<file path="config.mk">
export PLATFORM = sky130hd
export DESIGN_NAME = stc_timer
export DESIGN_NICKNAME = d
export VERILOG_FILES = /design/src/stc_pkg.sv /design/src/stc_prescaler.sv /design/src/stc_edge_det.sv /design/src/stc_timer.sv
export SDC_FILE = /design/constraint.sdc
export NUM_CORES = 1
export LEC_CHECK = 0
export BUFFER_PORTS_ARGS = -buffer_cell sky130_fd_sc_hd__buf_2
export CAP_MARGIN = 20
export CORE_AREA = 5 5 93 69
export CTS_CLUSTER_DIAMETER = 50
export CTS_CLUSTER_SIZE = 30
export DETAILED_ROUTE_END_ITERATION = 10
export DIE_AREA = 0 0 98 74
export GPL_TIMING_DRIVEN = 0
export HOLD_SLACK_MARGIN = 0.08
export SETUP_SLACK_MARGIN = 0.3
export SYNTH_ARGS = -nofsm -noshare
export SYNTH_HDL_FRONTEND = slang
export SYNTH_SLANG_ARGS = --single-unit
</file>
<file path="constraint.sdc">
create_clock -name clk_in -period 2 [get_ports clk_in]
set_input_delay 0.1 -clock clk_in [delete_from_list [all_inputs] [get_ports clk_in]]
set_output_delay 0.1 -clock clk_in [all_outputs]
set_load 0.1 [all_outputs]
</file>
<file path="src/stc_pkg.sv">
// Package: register map, field layout and types of the 16-bit timer/counter
package stc_pkg;

    // Register offsets on the plain register port
    localparam logic [7:0] STC_OFF_CONTROL = 8'h10;
    localparam logic [7:0] STC_OFF_COUNT_LOW = 8'h0e;
    localparam logic [7:0] STC_OFF_COUNT_HIGH = 8'h0f;
    localparam logic [7:0] STC_OFF_FLAG = 8'h0c;
    localparam logic [7:0] STC_OFF_ENABLE = 8'h8c;

    // Control register field positions; flag bit of the flag and enable registers
    localparam int STC_BIT_ON = 0;
    localparam int STC_BIT_CS = 1;
    localparam int STC_BIT_SYNC_N = 2;
    localparam int STC_BIT_OSC_EN = 3;
    localparam int STC_BIT_PS_LO = 4;
    localparam int STC_BIT_RUN = 6;
    localparam int STC_BIT_FLAG = 0;

    // Values after reset, and the count value that wraps
    localparam logic [5:0] STC_CONTROL_RST = 6'h00;
    localparam logic [2:0] STC_PRESC_RST = 3'h0;
    localparam logic [1:0] STC_PHASE_RST = 2'h0;
    localparam logic [15:0] STC_COUNT_WRAP = 16'hffff;

    // System clock select code meaning "this oscillator drives the core"
    localparam logic [1:0] STC_SCS_LP_OSC = 2'h1;

    // Instruction cycle is four oscillator cycles
    localparam int STC_CLK_PER_INSTR = 4;

    // Prescale ratios
    typedef enum logic [1:0] {
        STC_DIV1 = 2'b00,
        STC_DIV2 = 2'b01,
        STC_DIV4 = 2'b10,
        STC_DIV8 = 2'b11
    } stc_prescale_t;

    // Software-visible control fields
    typedef struct packed {
        stc_prescale_t prescale_select;
        logic lp_osc_enable;
        logic sync_disable_n;
        logic clock_source_select;
        logic count_on;
    } stc_control_t;

    // Register port request
    typedef struct packed {
        logic [7:0] addr;
        logic [7:0] wdata;
        logic wr;
        logic rd;
    } stc_bus_req_t;

endpackage : stc_pkg

</file>
<file path="src/stc_prescaler.sv">
// Prescaler: divides selected count edges by 1, 2, 4 or 8
`timescale 1ns/1ps
`default_nettype none
module stc_prescaler
    import stc_pkg::*;
(
    input wire logic clk_in,
    input wire logic reset_in,
    input wire logic clear_in,
    input wire logic edge_in,
    input wire stc_prescale_t ratio_in,
    output logic tick_out
);
    logic [2:0] div_r;
    logic [2:0] div_nxt;

    // Division counter; advances on every edge, sleep or not
    always_comb begin
        div_nxt = div_r + 3'h1;
    end

    always_ff @(posedge clk_in) begin
        if (reset_in || clear_in) begin
            div_r <= STC_PRESC_RST;
        end else if (edge_in) begin
            div_r <= div_nxt;
        end
    end

    // Tick on the edge that completes the selected group of edges
    always_comb begin
        case (ratio_in)
            STC_DIV1: tick_out = edge_in;
            STC_DIV2: tick_out = edge_in && (div_r[0] == 1'b1);
            STC_DIV4: tick_out = edge_in && (div_r[1:0] == 2'h3);
            STC_DIV8: tick_out = edge_in && (div_r == 3'h7);
            default: tick_out = 1'b0;
        endcase
    end
endmodule // stc_prescaler
`default_nettype wire

</file>
<file path="src/stc_edge_det.sv">
// Edge detector: rising and falling pulses of a sampled input
`timescale 1ns/1ps
`default_nettype none
module stc_edge_det (
    input wire logic clk_in,
    input wire logic reset_in,
    input wire logic level_in,
    output logic rise_out,
    output logic fall_out
);
    logic last_r;

    // Previous level, held so both edges show as one-cycle pulses
    always_ff @(posedge clk_in) begin
        if (reset_in) begin
            last_r <= 1'b0;
        end else begin
            last_r <= level_in;
        end
    end

    assign rise_out = level_in && !last_r;
    assign fall_out = !level_in && last_r;
endmodule // stc_edge_det
`default_nettype wire

</file>
<file path="src/stc_timer.sv">
// 16-bit timer/counter with prescaler, clock source select and LP oscillator
// What this block does
// - Sixteen-bit count wraps all ones to zero
// - Wrap sets overflow flag; enable gates request
// - Timer mode advances once per instruction cycle
// - Counter mode advances on external rising edges
// - Source select bit chooses external or internal
// - On bit enables counting; clear holds count
// - After enable, wait for falling edge first
// - Oscillator enable picks oscillator input pin
// - Sync bit clear synchronises, set bypasses
// - Internal clock ignores the sync bit
// - Prescaler sits ahead of the synchroniser
// - Synced counter halts in sleep; prescaler runs
// - Prescale field selects divide by 1,2,4,8
// - Oscillator on forces pins input, read zero
// - Status bit shows oscillator drives system clock
// - Status follows actual source after oscillator failure
// - Special event trigger clears the count
// - Power-on reset clears control; count kept
// - Count byte write clears prescaler
// - Write beats simultaneous special event reset
`timescale 1ns/1ps
`default_nettype none
module stc_timer
    import stc_pkg::*;
(
    input wire logic clk_in,
    input wire logic reset_in,
    input wire logic [7:0] addr_in,
    input wire logic [7:0] wdata_in,
    input wire logic wr_in,
    input wire logic rd_in,
    output logic [7:0] rdata_out,
    input wire logic ext_count_pin_in,
    input wire logic osc_in_pin_in,
    input wire logic sleep_in,
    input wire logic [1:0] system_clock_select_in,
    input wire logic lp_osc_failed_in,
    input wire logic special_event_in,
    input wire logic [1:0] port_direction_in,
    input wire logic [1:0] port_pin_in,
    output logic [1:0] port_read_out,
    output logic [1:0] port_drive_en_out,
    output logic osc_inverter_en_out,
    output logic overflow_irq_out,
    output logic overflow_flag_out
);
    stc_bus_req_t req;
    stc_control_t ctrl_r;
    logic [7:0] count_low_byte_r;
    logic [7:0] count_high_byte_r;
    logic [15:0] count_pair;
    logic [15:0] count_pair_nxt;
    logic overflow_flag_r;
    logic overflow_irq_enable_r;
    logic [7:0] rdata_r;
    logic [1:0] phase_r;
    logic instr_tick;
    logic ext_level;
    logic ext_rise;
    logic ext_fall;
    logic armed_r;
    logic count_edge;
    logic presc_tick;
    logic presc_clear;
    logic sync_stage1_r;
    logic sync_stage2_r;
    logic sync_tick;
    logic inc_tick;
    logic wr_low;
    logic wr_high;
    logic wrap;
    logic osc_status;

    assign req = '{addr: addr_in, wdata: wdata_in, wr: wr_in, rd: rd_in};
    assign count_pair = {count_high_byte_r, count_low_byte_r};
    assign wr_low = req.wr && (req.addr == STC_OFF_COUNT_LOW);
    assign wr_high = req.wr && (req.addr == STC_OFF_COUNT_HIGH);

    // Control register; only reset_in (power-on/brown-out) clears it
    always_ff @(posedge clk_in) begin
        if (reset_in) begin
            ctrl_r <= stc_control_t'(STC_CONTROL_RST);
        end else if (req.wr && req.addr == STC_OFF_CONTROL) begin
            ctrl_r <= stc_control_t'(req.wdata[5:0]);
        end
    end

    // Instruction clock: one enable pulse every four oscillator cycles
    always_ff @(posedge clk_in) begin
        if (reset_in) begin
            phase_r <= STC_PHASE_RST;
        end else begin
            phase_r <= phase_r + 2'h1;
        end
    end
    assign instr_tick = (phase_r == 2'(STC_CLK_PER_INSTR - 1));

    // Oscillator pin replaces the clock pin when the oscillator runs
    assign ext_level = ctrl_r.lp_osc_enable ? osc_in_pin_in
                                            : ext_count_pin_in;

    stc_edge_det u_edge (
        .clk_in(clk_in),
        .reset_in(reset_in),
        .level_in(ext_level),
        .rise_out(ext_rise),
        .fall_out(ext_fall)
    );

    // Arming: after enable in counter mode, a falling edge must come first
    always_ff @(posedge clk_in) begin
        if (reset_in || !ctrl_r.count_on || !ctrl_r.clock_source_select) begin
            armed_r <= 1'b0;
        end else if (ext_fall) begin
            armed_r <= 1'b1;
        end
    end

    // Source select feeds the prescaler; prescaler sees raw edges
    always_comb begin
        if (ctrl_r.clock_source_select) begin
            count_edge = ext_rise && armed_r;
        end else begin
            count_edge = instr_tick && ctrl_r.count_on;
        end
    end

    // Writing either count byte restarts the division
    assign presc_clear = wr_low || wr_high;

    stc_prescaler u_presc (
        .clk_in(clk_in),
        .reset_in(reset_in),
        .clear_in(presc_clear),
        .edge_in(count_edge),
        .ratio_in(ctrl_r.prescale_select),
        .tick_out(presc_tick)
    );

    // Synchroniser on the prescaler output; held off in sleep
    always_ff @(posedge clk_in) begin
        if (reset_in) begin
            sync_stage1_r <= 1'b0;
            sync_stage2_r <= 1'b0;
        end else if (!sleep_in) begin
            sync_stage1_r <= presc_tick;
            sync_stage2_r <= sync_stage1_r;
        end else begin
            sync_stage1_r <= 1'b0;
            sync_stage2_r <= 1'b0;
        end
    end
    assign sync_tick = sync_stage2_r;

    // Path choice: internal ignores the sync bit, async bypasses the stages
    always_comb begin
        if (!ctrl_r.clock_source_select) begin
            inc_tick = presc_tick;
        end else if (ctrl_r.sync_disable_n) begin
            inc_tick = presc_tick;
        end else begin
            inc_tick = sync_tick;
        end
        inc_tick = inc_tick && ctrl_r.count_on;
    end

    assign count_pair_nxt = count_pair + 16'h0001;
    assign wrap = inc_tick && (count_pair == STC_COUNT_WRAP);

    // Count bytes: write beats trigger beats increment; reset leaves them
    always_ff @(posedge clk_in) begin
        if (wr_low || wr_high) begin
            if (wr_low) begin
                count_low_byte_r <= req.wdata;
            end
            if (wr_high) begin
                count_high_byte_r <= req.wdata;
            end
        end else if (special_event_in) begin
            count_low_byte_r <= 8'h00;
            count_high_byte_r <= 8'h00;
        end else if (inc_tick) begin
            count_low_byte_r <= count_pair_nxt[7:0];
            count_high_byte_r <= count_pair_nxt[15:8];
        end
    end

    // Overflow flag: hardware set wins over a software clear
    always_ff @(posedge clk_in) begin
        if (reset_in) begin
            overflow_flag_r <= 1'b0;
        end else if (wrap) begin
            overflow_flag_r <= 1'b1;
        end else if (req.wr && req.addr == STC_OFF_FLAG) begin
            overflow_flag_r <= req.wdata[STC_BIT_FLAG];
        end
    end

    // Interrupt enable bit
    always_ff @(posedge clk_in) begin
        if (reset_in) begin
            overflow_irq_enable_r <= 1'b0;
        end else if (req.wr && req.addr == STC_OFF_ENABLE) begin
            overflow_irq_enable_r <= req.wdata[STC_BIT_FLAG];
        end
    end

    assign overflow_flag_out = overflow_flag_r;
    assign overflow_irq_out = overflow_flag_r && overflow_irq_enable_r;

    // Status follows the actual core clock, so a failed oscillator drops it
    assign osc_status = (system_clock_select_in == STC_SCS_LP_OSC)
                        && !lp_osc_failed_in;

    // Oscillator inverter powered only while enabled
    assign osc_inverter_en_out = ctrl_r.lp_osc_enable;

    // Oscillator pins become inputs reading zero; else direction rules
    assign port_drive_en_out = ctrl_r.lp_osc_enable ? 2'b00
                                                    : ~port_direction_in;
    assign port_read_out = ctrl_r.lp_osc_enable ? 2'b00 : port_pin_in;

    // Read data registered; unmapped addresses read zero
    always_ff @(posedge clk_in) begin
        if (reset_in) begin
            rdata_r <= 8'h00;
        end else if (req.rd) begin
            case (req.addr)
                STC_OFF_CONTROL: rdata_r <= {1'b0, osc_status, ctrl_r};
                STC_OFF_COUNT_LOW: rdata_r <= count_low_byte_r;
                STC_OFF_COUNT_HIGH: rdata_r <= count_high_byte_r;
                STC_OFF_FLAG: rdata_r <= {7'h00, overflow_flag_r};
                STC_OFF_ENABLE: rdata_r <= {7'h00, overflow_irq_enable_r};
                default: rdata_r <= 8'h00;
            endcase
        end else begin
            rdata_r <= 8'h00;
        end
    end
    assign rdata_out = rdata_r;
endmodule // stc_timer
`default_nettype wire

</file>
==> tab_implementation.tex, run 1 <==
\begin{tabular}{lr}
\hline
Metric & Value \\
\hline
\multicolumn{2}{l}{\textbf{Die}} \\
\quad Ports placed on the boundary & 46 \\
\quad Full die area & around 7300 um2 \\
\quad Placeable core region & between 5000 and 6000 um2 \\
\quad Number of rows in the core area & 23 \\
\quad Die span in y & 74 um \\
\quad Width of the die & between 90 and 100 um \\
\quad Initial standard-cell utilization of the core & 38.2\% \\
\multicolumn{2}{l}{\textbf{Power}} \\
\quad Largest vdd supply drop & 0.305 mV \\
\quad Leakage & between 1 and 1.5 nW \\
\quad Cell area power density & around 630 nW/um2 \\
\multicolumn{2}{l}{\textbf{Setup path}} \\
\quad Crit end category & register \\
\quad Worst Path Arrival & 1870 ps \\
\quad Maximum net fanout on the critical path & 7 \\
\quad Critical path class & reg -> reg \\
\quad CP required & 2070 ps \\
\quad Startpoint type of the worst setup path & register \\
\multicolumn{2}{l}{\textbf{Synth}} \\
\quad Post-synthesis adder-cell area fraction & 2.39\% \\
\quad Area of the mapped netlist & 2100 um2 \\
\quad Yosys top cell area share & 23.9\% \\
\quad Cell types with the largest area share after synthesis & sky130\_fd\_sc\_hd\_\_dfxtp\_1, sky130\_fd\_sc\_hd\_\_edfxtp\_1, sky130\_fd\_sc\_hd\_\_mux2i\_1 \\
\quad Simple-gate share of the synthesized area & 21.9\% \\
\quad Yosys warns & 0 \\
\quad Synth Area in XOR/XNOR & 6.26\% \\
\quad Count of different cell masters after synthesis & 39 \\
\quad Share of async-settable or async-resettable flops after synthesis & 0\% \\
\quad Proportion of synthesized area in mux cells & between 10 and 15\% \\
\quad Compound-cell area share of the yosys netlist & about 10\% \\
\quad Commonest cells post-synth & sky130\_fd\_sc\_hd\_\_nor2\_1, sky130\_fd\_sc\_hd\_\_dfxtp\_1, sky130\_fd\_sc\_hd\_\_nand2\_1, sky130\_fd\_sc\_hd\_\_o21ai\_1, sky130\_fd\_sc\_hd\_\_edfxtp\_1 \\
\quad Post-synthesis cell count & 214 \\
\quad Most frequent cell after synthesis & sky130\_fd\_sc\_hd\_\_nor2\_1 \\
\quad Average instance area after synthesis & 9.80 um2 \\
\quad Synthesized Nets & 249 \\
\quad Count of flip-flops with a built-in enable after synthesis & 16 \\
\quad Dominant cell type by area after synthesis & sky130\_fd\_sc\_hd\_\_dfxtp\_1 \\
\quad Sequential element share of the synthesized area & 46.8\% \\
\quad Dominant combinational cell family by area after synthesis & simple AND/OR/NAND/NOR gates \\
\quad Most used flip-flop cell after synthesis & sky130\_fd\_sc\_hd\_\_dfxtp\_1 \\
\quad Number of synthesized register bits & 41 \\
\multicolumn{2}{l}{\textbf{Global routing}} \\
\quad GR met1 Demand/Resource & 22.1\% \\
\quad Met3 usage & 4.31\% \\
\quad Most crowded layer after global routing & met2 \\
\quad Vias in the first global route & 1814 \\
\quad First-pass GRT wire length & between 8 and 9 mm \\
\quad Total gr overflow & 0 \\
\quad Total routing usage reported by global routing & approximately 16\% \\
\quad Met2 GRT Util & 25.0\% \\
\quad Initial antenna violation count & 0 \\
\quad Pin count of the biggest net entering global routing & 14 \\
\multicolumn{2}{l}{\textbf{Clock network}} \\
\quad CTS buffer count & 5 \\
\quad CTS sink cnt & 41 \\
\quad Clk Tree Root Cell & sky130\_fd\_sc\_hd\_\_clkbuf\_8 \\
\quad Maximum clock path buffer count & 2 \\
\quad Clock-pin transition on the worst setup and hold timing paths & about 80 ps \\
\quad Depth of the CTS H-tree & 2 \\
\quad Skew-Pair Late Insertion Delay & 290 ps \\
\quad CTS tree & done \\
\multicolumn{2}{l}{\textbf{Route}} \\
\quad Remaining antenna violation count after routing & 0 \\
\quad Number of vias in the routed layout & 1893 \\
\quad Routed Wire Length & roughly 5.7 mm \\
\quad DR DRC count & 0 \\
\quad First-pass iteration count of the detailed router & 4 \\
\quad Initial DRC count & 105 \\
\quad Average wire per standard cell & 15.1 um \\
\quad Post-detailed-route via-to-cell ratio & 5.06 \\
\multicolumn{2}{l}{\textbf{Place}} \\
\quad Count of buffers from port buffering & 44 \\
\quad Final weighted congestion of routability-driven global placement & 0.812 \\
\quad Detailed placer's ending HPWL & 4.06 mm \\
\multicolumn{2}{l}{\textbf{Timing}} \\
\quad Count of pins over their slew limit & 0 \\
\quad Final period util & between 90\% and 100\% \\
\quad Setup repair after global routing missed its margin & true \\
\quad Final worst clock skew & 6.44 ps \\
\quad Final TNS setup & 0 ps \\
\quad Slew @ Worst Pin & 712 ps \\
\quad Relative slew slack & 52.5\% \\
\quad Final setup vio count & 0 \\
\quad Total count of hold-check failures in the final report & 0 \\
\quad Fmax & 553 MHz \\
\quad Final min period & 1810 ps \\
\multicolumn{2}{l}{\textbf{Cells and area}} \\
\quad Fraction of the core area covered by cells at the end of the flow & between 50\% and 60\% \\
\quad Share of layout cells above drive strength 1 & 35.5\% \\
\quad Antenna diode count & 0 \\
\quad Net total in the final layout & 333 \\
\quad Register area & 990 um2 \\
\quad Fill cell count & 531 \\
\quad Area overhead of the layout relative to synthesis & 40.2\% \\
\quad Combined area of the multi-input logic cells & 1170 um2 \\
\multicolumn{2}{l}{\textbf{Run status}} \\
\quad Outcome & completed \\
\multicolumn{2}{l}{\textbf{Job}} \\
\quad Max cap viols & 0 \\
\multicolumn{2}{l}{\textbf{Hold path}} \\
\quad Classification of the worst-slack hold path & in -> reg \\
\hline
\end{tabular}
==> sequential cells by signal, summed over array words and instances, names as in the netlist <==
| name | flops |
|---|---|
| count_high_byte_r | 8 |
| count_low_byte_r | 8 |
| rdata_out | 8 |
| ctrl_r | 5 |
| u_presc.div_r | 3 |
| phase_r | 2 |
| armed_r | 1 |
| osc_inverter_en_out | 1 |
| overflow_flag_out | 1 |
| overflow_irq_enable_r | 1 |
| sync_stage1_r | 1 |
| sync_stage2_r | 1 |
| u_edge.last_r | 1 |
==> where the power goes <==
part	internal, W	total [W]	leakage (nW)	switching (W)
logic	0.000109	0.000236	0.767	0.000127
registers	0.000897	0.000926	0.369	0.0000289
clock network	0.000396	0.000695	0.0645	0.000299
total	0.00140	0.00186	1.20	0.000456
==> kinds of logic after synthesis <==
kind of cell	after synthesis
and+or+nand+nor	89
xor gates and xnor gates	15
AOI/OAI and AO/OA	34
muxes	20
DFF	41
adders and majority gates	4
buffers and inverters	11
==> final timing paths <==
check | end | depth (start not counted) | slack, ps | start
setup / recovery | count_low_byte_r[5] | 8 | 190 | u_presc.div_r[0]
hold / removal | overflow_irq_enable_r | 3 | 80 | wdata_in[0]
setup reg to reg | count_low_byte_r[5] | 8 | 190 | u_presc.div_r[0]
hold reg to reg | phase_r[0] | 1 | 430 | phase_r[0]
==> worst max-delay path: stages (launching register included) <==
cell and delay, ps:
sky130_fd_sc_hd__dfxtp_2 350, sky130_fd_sc_hd__ha_4 170, sky130_fd_sc_hd__ha_4 140, sky130_fd_sc_hd__mux2i_1 180, sky130_fd_sc_hd__nand2_1 110, sky130_fd_sc_hd__a31o_1 230
sky130_fd_sc_hd__nor2_4 160, sky130_fd_sc_hd__a21oi_4 60, sky130_fd_sc_hd__buf_12 170
==> placed cells by master (no fill, tap or decap), types with 6 or more instances in the layout <==
cell type	netlist	layout
sky130_fd_sc_hd__o21ai_1	17	17
sky130_fd_sc_hd__nand4_1	8	8
sky130_fd_sc_hd__mux2i_1	12	11
sky130_fd_sc_hd__mux2_1	8	8
sky130_fd_sc_hd__nand2_1	17	17
sky130_fd_sc_hd__dlygate4sd3_1	0	8
sky130_fd_sc_hd__buf_2	4	48
sky130_fd_sc_hd__nand3_1	7	7
sky130_fd_sc_hd__dfxtp_1	25	20
sky130_fd_sc_hd__xnor2_1	8	8
sky130_fd_sc_hd__nor2_1	27	25
sky130_fd_sc_hd__buf_4	1	22
sky130_fd_sc_hd__a22oi_1	6	6
sky130_fd_sc_hd__edfxtp_1	16	16
sky130_fd_sc_hd__xor2_1	7	7
==> per-stage QoR <==
step                      setup slack, ps  hold WS, ps  instance area [um2]  total power [W]  instances
after global placement              -40.7          284                 2440          0.00113        333
after detailed placement            -77.5          289                 2440          0.00113        333
after CTS                             165         80.5                 2850          0.00185        366
after global routing                  136         91.2                 2940          0.00194        374
after floorplan                       131          176                 2120          0.00106        214
final                                 193         81.3                 2940          0.00186        374
==> final cells by class <==
class | instances | area share [%]
inverter | 4 | 0.510
multi-input combinational | 162 | 39.9
tap | 75 | 3.19
timing repair buffer | 77 | 17.4
buffer | 7 | 1.19
clock buffer | 7 | 4.04
sequential | 41 | 33.6
clock inverter | 1 | 0.170
==> repair_timing <==
action                                 in CTS  in global routing
gates resized for setup                    14                 10
setup endpoints to repair                  21                 24
pin swaps                                   6                  7
hold buffers                                8                  0
setup buffers                              17                  8
endpoints found under the hold margin      13                  0
==> routing by layer <==
metal	routed length [um]	share of wire, %	up-vias
li1	-	-	943
met1	2820	50	905
met2	2500	44	41
met3	302	5.3	4
met4	36	0.64	0
met5	0	0	-
Power figures use the tool's default switching activity.
==> run 2, diff against run 1 <==
- CELL_PAD_IN_SITES_DETAIL_PLACEMENT: not set -> 1
- CELL_PAD_IN_SITES_GLOBAL_PLACEMENT: not set -> 1
- CORE_AREA: 5 5 93 69 -> 5 5 97 72
- DIE_AREA: 0 0 98 74 -> 0 0 102 77
- PLACE_DENSITY_LB_ADDON: not set -> 0.1
==> run 2 against run 1 <==
Fmax up 2.2%. Total power down 2.0%. Clock power down 6.2%. Utilization down 4.5 points. Critical path type unchanged. Clock skew up 0.59 ps. Global-route usage up 0.82 points. Sequential cell count unchanged. Hold slack better by 0.66 ps. Largest cell class unchanged. Highest routed layer unchanged. Largest power group unchanged. First-iteration DRC count down 38%.
==> tab_implementation.tex, run 2 (synthesis gave the netlist of run 1 again) <==
\begin{tabular}{lr}
\hline
Metric & Value \\
\hline
\multicolumn{2}{l}{\textbf{Clock network}} \\
\quad Depth of the CTS H-tree & 2 (unchanged) \\
\quad CTS tree & done \\
\quad Clock-pin transition on the worst setup and hold timing paths & 90 ps (about the same) \\
\quad CTS sink cnt & 41 (unchanged) \\
\quad Skew-Pair Late Insertion Delay & 300 ps (about the same) \\
\quad Clk Tree Root Cell & sky130\_fd\_sc\_hd\_\_clkbuf\_8 \\
\quad CTS buffer count & 5 (unchanged) \\
\quad Maximum clock path buffer count & 2 (unchanged) \\
\multicolumn{2}{l}{\textbf{Setup path}} \\
\quad Critical path class & reg -> reg \\
\quad Cells along the critical path & ha\_4 > ha\_4 > mux2i\_1 > nand2\_1 > a31o\_4 > nor2\_4 > a21oi\_4 > buf\_12 \\
\quad CP required & 2080 ps (about the same) \\
\quad Largest stage delay on the critical path & 350 ps (about the same) \\
\quad Worst setup path endpoint & count\_low\_byte\_r[2] \\
\quad Worst Path Arrival & 1850 ps (-20 ps) \\
\quad First element of the critical path & u\_presc.div\_r[0] \\
\quad Startpoint type of the worst setup path & register \\
\quad RR Startpoint & u\_presc.div\_r[0] \\
\quad Setup slack on the worst flop-to-flop path & 230 ps (+40 ps) \\
\quad Worst R2R End & count\_low\_byte\_r[2] \\
\quad Maximum net fanout on the critical path & 8 (+1) \\
\quad Crit path top cell by count & sky130\_fd\_sc\_hd\_\_ha\_4 \\
\quad CP max-delay cell & sky130\_fd\_sc\_hd\_\_dfxtp\_2 \\
\quad Worst Reg2Reg Path Length in Cells & 8 (unchanged) \\
\quad Crit end category & register \\
\multicolumn{2}{l}{\textbf{Cells and area}} \\
\quad Antenna diode count & 0 (unchanged) \\
\quad Fill cell count & 692 (+30\%) \\
\quad Most used cells in the layout excluding fill and tap cells & sky130\_fd\_sc\_hd\_\_buf\_2, sky130\_fd\_sc\_hd\_\_nor2\_1, sky130\_fd\_sc\_hd\_\_dfxtp\_1, sky130\_fd\_sc\_hd\_\_buf\_4, sky130\_fd\_sc\_hd\_\_o21ai\_1 \\
\quad Share of layout cells above drive strength 1 & 36.6\% (+1.2 points) \\
\quad Most frequent standard cell in the layout excluding fill and tap cells & sky130\_fd\_sc\_hd\_\_buf\_2 \\
\quad Final std cell area, no fill & 2930 um2 (-0.47\%) \\
\quad Fraction of the core area covered by cells at the end of the flow & 49.0\% (-4.5 points) \\
\quad Net total in the final layout & 329 (-1.2\%) \\
\quad Area overhead of the layout relative to synthesis & 39.5\% \\
\multicolumn{2}{l}{\textbf{Route}} \\
\quad Average wire per standard cell & 17.0 um (+12\%) \\
\quad Number of vias in the routed layout & 1897 (+0.21\%) \\
\quad First-pass iteration count of the detailed router & 4 (unchanged) \\
\quad Post-detailed-route via-to-cell ratio & 5.09 (+0.48\%) \\
\quad Routed Wire Length & 6.34 mm (+12\%) \\
\quad Initial DRC count & 65 (-38\%) \\
\quad Remaining antenna violation count after routing & 0 (unchanged) \\
\quad DR DRC count & 0 (unchanged) \\
\multicolumn{2}{l}{\textbf{Die}} \\
\quad Width of the die & 102 um (+4.1\%) \\
\quad Initial standard-cell utilization of the core & 35.1\% (-3.1 points) \\
\quad Number of rows in the core area & 24 (+4.3\%) \\
\quad Full die area & 7850 um2 (+8.3\%) \\
\quad Placeable core region & 5980 um2 (+8.7\%) \\
\quad Ports placed on the boundary & 46 (unchanged) \\
\quad Die span in y & 77 um (+4.1\%) \\
\multicolumn{2}{l}{\textbf{Global routing}} \\
\quad Met3 usage & 3.90\% (-0.41 points) \\
\quad First-pass GRT wire length & 10.1 mm (+13\%) \\
\quad Vias in the first global route & 1953 (+7.7\%) \\
\quad Met2 GRT Util & 24.6\% (-0.38 points) \\
\quad Total gr overflow & 0 (unchanged) \\
\quad Pin count of the biggest net entering global routing & 15 (+1) \\
\quad Initial antenna violation count & 0 (unchanged) \\
\quad GR met1 Demand/Resource & 24.2\% (+2.1 points) \\
\quad Most crowded layer after global routing & met2 \\
\quad Total routing usage reported by global routing & 16.6\% (+0.82 points) \\
\multicolumn{2}{l}{\textbf{Timing}} \\
\quad Relative slew slack & 60.8\% (+8.3 points) \\
\quad Setup repair after global routing missed its margin & true \\
\quad Total count of hold-check failures in the final report & 0 (unchanged) \\
\quad Final worst clock skew & 7.03 ps (+0.594 ps) \\
\quad Final period util & 88.5\% (-1.9 points) \\
\quad Slew @ Worst Pin & 588 ps (-124 ps) \\
\quad Fmax & 565 MHz (+2.2\%) \\
\quad Count of pins over their slew limit & 0 (unchanged) \\
\quad Final setup vio count & 0 (unchanged) \\
\quad Final min period & 1770 ps (-38.3 ps) \\
\multicolumn{2}{l}{\textbf{Power}} \\
\quad Part of the total power dissipated in combinational logic & 13.3\% (+0.6 points) \\
\quad Leakage & 1.20 nW (-0.38\%) \\
\quad Cell area power density & 621 nW/um2 (-1.6\%) \\
\quad Switching power summed over all nets & 0.000490 W (+7.4\%) \\
\quad Switching portion of total power & 26.9\% (+2.4 points) \\
\quad Final total power & 0.00182 W (-2.0\%) \\
\quad Cell-internal power & 0.00133 W (-5.1\%) \\
\quad Clk network pwr share & 35.9\% (-1.5 points) \\
\quad Register share of total power & 50.8\% (+0.9 points) \\
\quad Largest vdd supply drop & 0.262 mV (-14\%) \\
\multicolumn{2}{l}{\textbf{Job}} \\
\quad Max cap viols & 0 (unchanged) \\
\multicolumn{2}{l}{\textbf{Run status}} \\
\quad Outcome & completed \\
\multicolumn{2}{l}{\textbf{Place}} \\
\quad Final weighted congestion of routability-driven global placement & 0.810 (-0.34\%) \\
\quad Count of buffers from port buffering & 44 (unchanged) \\
\quad Detailed placer's ending HPWL & 4.67 mm (+15\%) \\
\quad Instance area after placement & 2440 um2 (+0.15\%) \\
\multicolumn{2}{l}{\textbf{Hold path}} \\
\quad Classification of the worst-slack hold path & in -> reg \\
\quad Startpoint of the most critical hold path & ext\_count\_pin\_in \\
\hline
\end{tabular}
-- run 2: cell count changes in the layout (fill, tap and decap cells not counted), sizes merged --
cell         previous run  this run
dlygate4sd3             8         9
buf                    75        69
inv                     4         5
-- run 2: repair_timing --
action | in CTS | in global routing
setup endpoints to repair | 22 | 30
hold endpoints to repair | 12 | 1
setup buffers | 14 | 6
hold buffers | 8 | 1
resized for setup | 20 | 9
pin swaps | 9 | 7
-- run 2: metrics by stage --
stage	setup WS, ps	std cells	TNS [ps]	hold slack (ps)
after floorplan	131	214	0	176
after global placement	-177	336	-2800	290
after detailed placement	-170	336	-2600	291
after CTS	223	366	0	80.3
after global routing	144	373	0	84.9
final	231	373	0	81.9
-- run 2: cell type report --
class | instances | area [um2] | share of cell area [%]
Multi-Input combinational cell | 162 | 1200 | 41.0
Clock inverter | 2 | 15.0 | 0.513
Timing Repair Buffer | 73 | 477 | 16.3
Buffer | 7 | 36.3 | 1.24
Tap cell | 78 | 97.6 | 3.33
Sequential cell | 41 | 992 | 33.9
Inverter | 4 | 15.0 | 0.513
Clock buffer | 6 | 93.8 | 3.21
-- run 2: how the worst min path moves through the flow --
| stage | endpoint | depth (start not counted) |
|---|---|---|
| detailed placement | sync_stage2_r | 2 |
| global route | overflow_irq_enable_r | 3 |
| CTS | rdata_out[6] | 3 |
| floorplan | sync_stage2_r | 1 |
| finish | u_edge.last_r | 3 |
| global placement | sync_stage2_r | 2 |
-- run 2: metal layers --
layer	up-vias	share of wire (%)	wire, um
met3	5	5.2	332
li1	932	-	-
met1	923	51	3260
met4	0	0.84	53
met2	37	43	2700
met5	-	0	0
-- run 2: power by group through the flow --
stage          logic, W  registers, W  clock network [W]
6_report       0.000243      0.000924           0.000652
4_1_cts        0.000226      0.000923           0.000668
2_1_floorplan  0.000118      0.000939                  0
3_3_place_gp   0.000180      0.000950                  0
5_1_grt        0.000264      0.000929           0.000705
3_5_place_dp   0.000183      0.000951                  0
-- run 2: critical path, delay by kind of cell, from the launching register on --
kind / cells / cell delay (ps)
flops: 1 / 350
fa+ha+maj: 2 / 310
compound gates: 2 / 310
simple gates: 2 / 260
buf+inv: 1 / 170
mux: 1 / 140
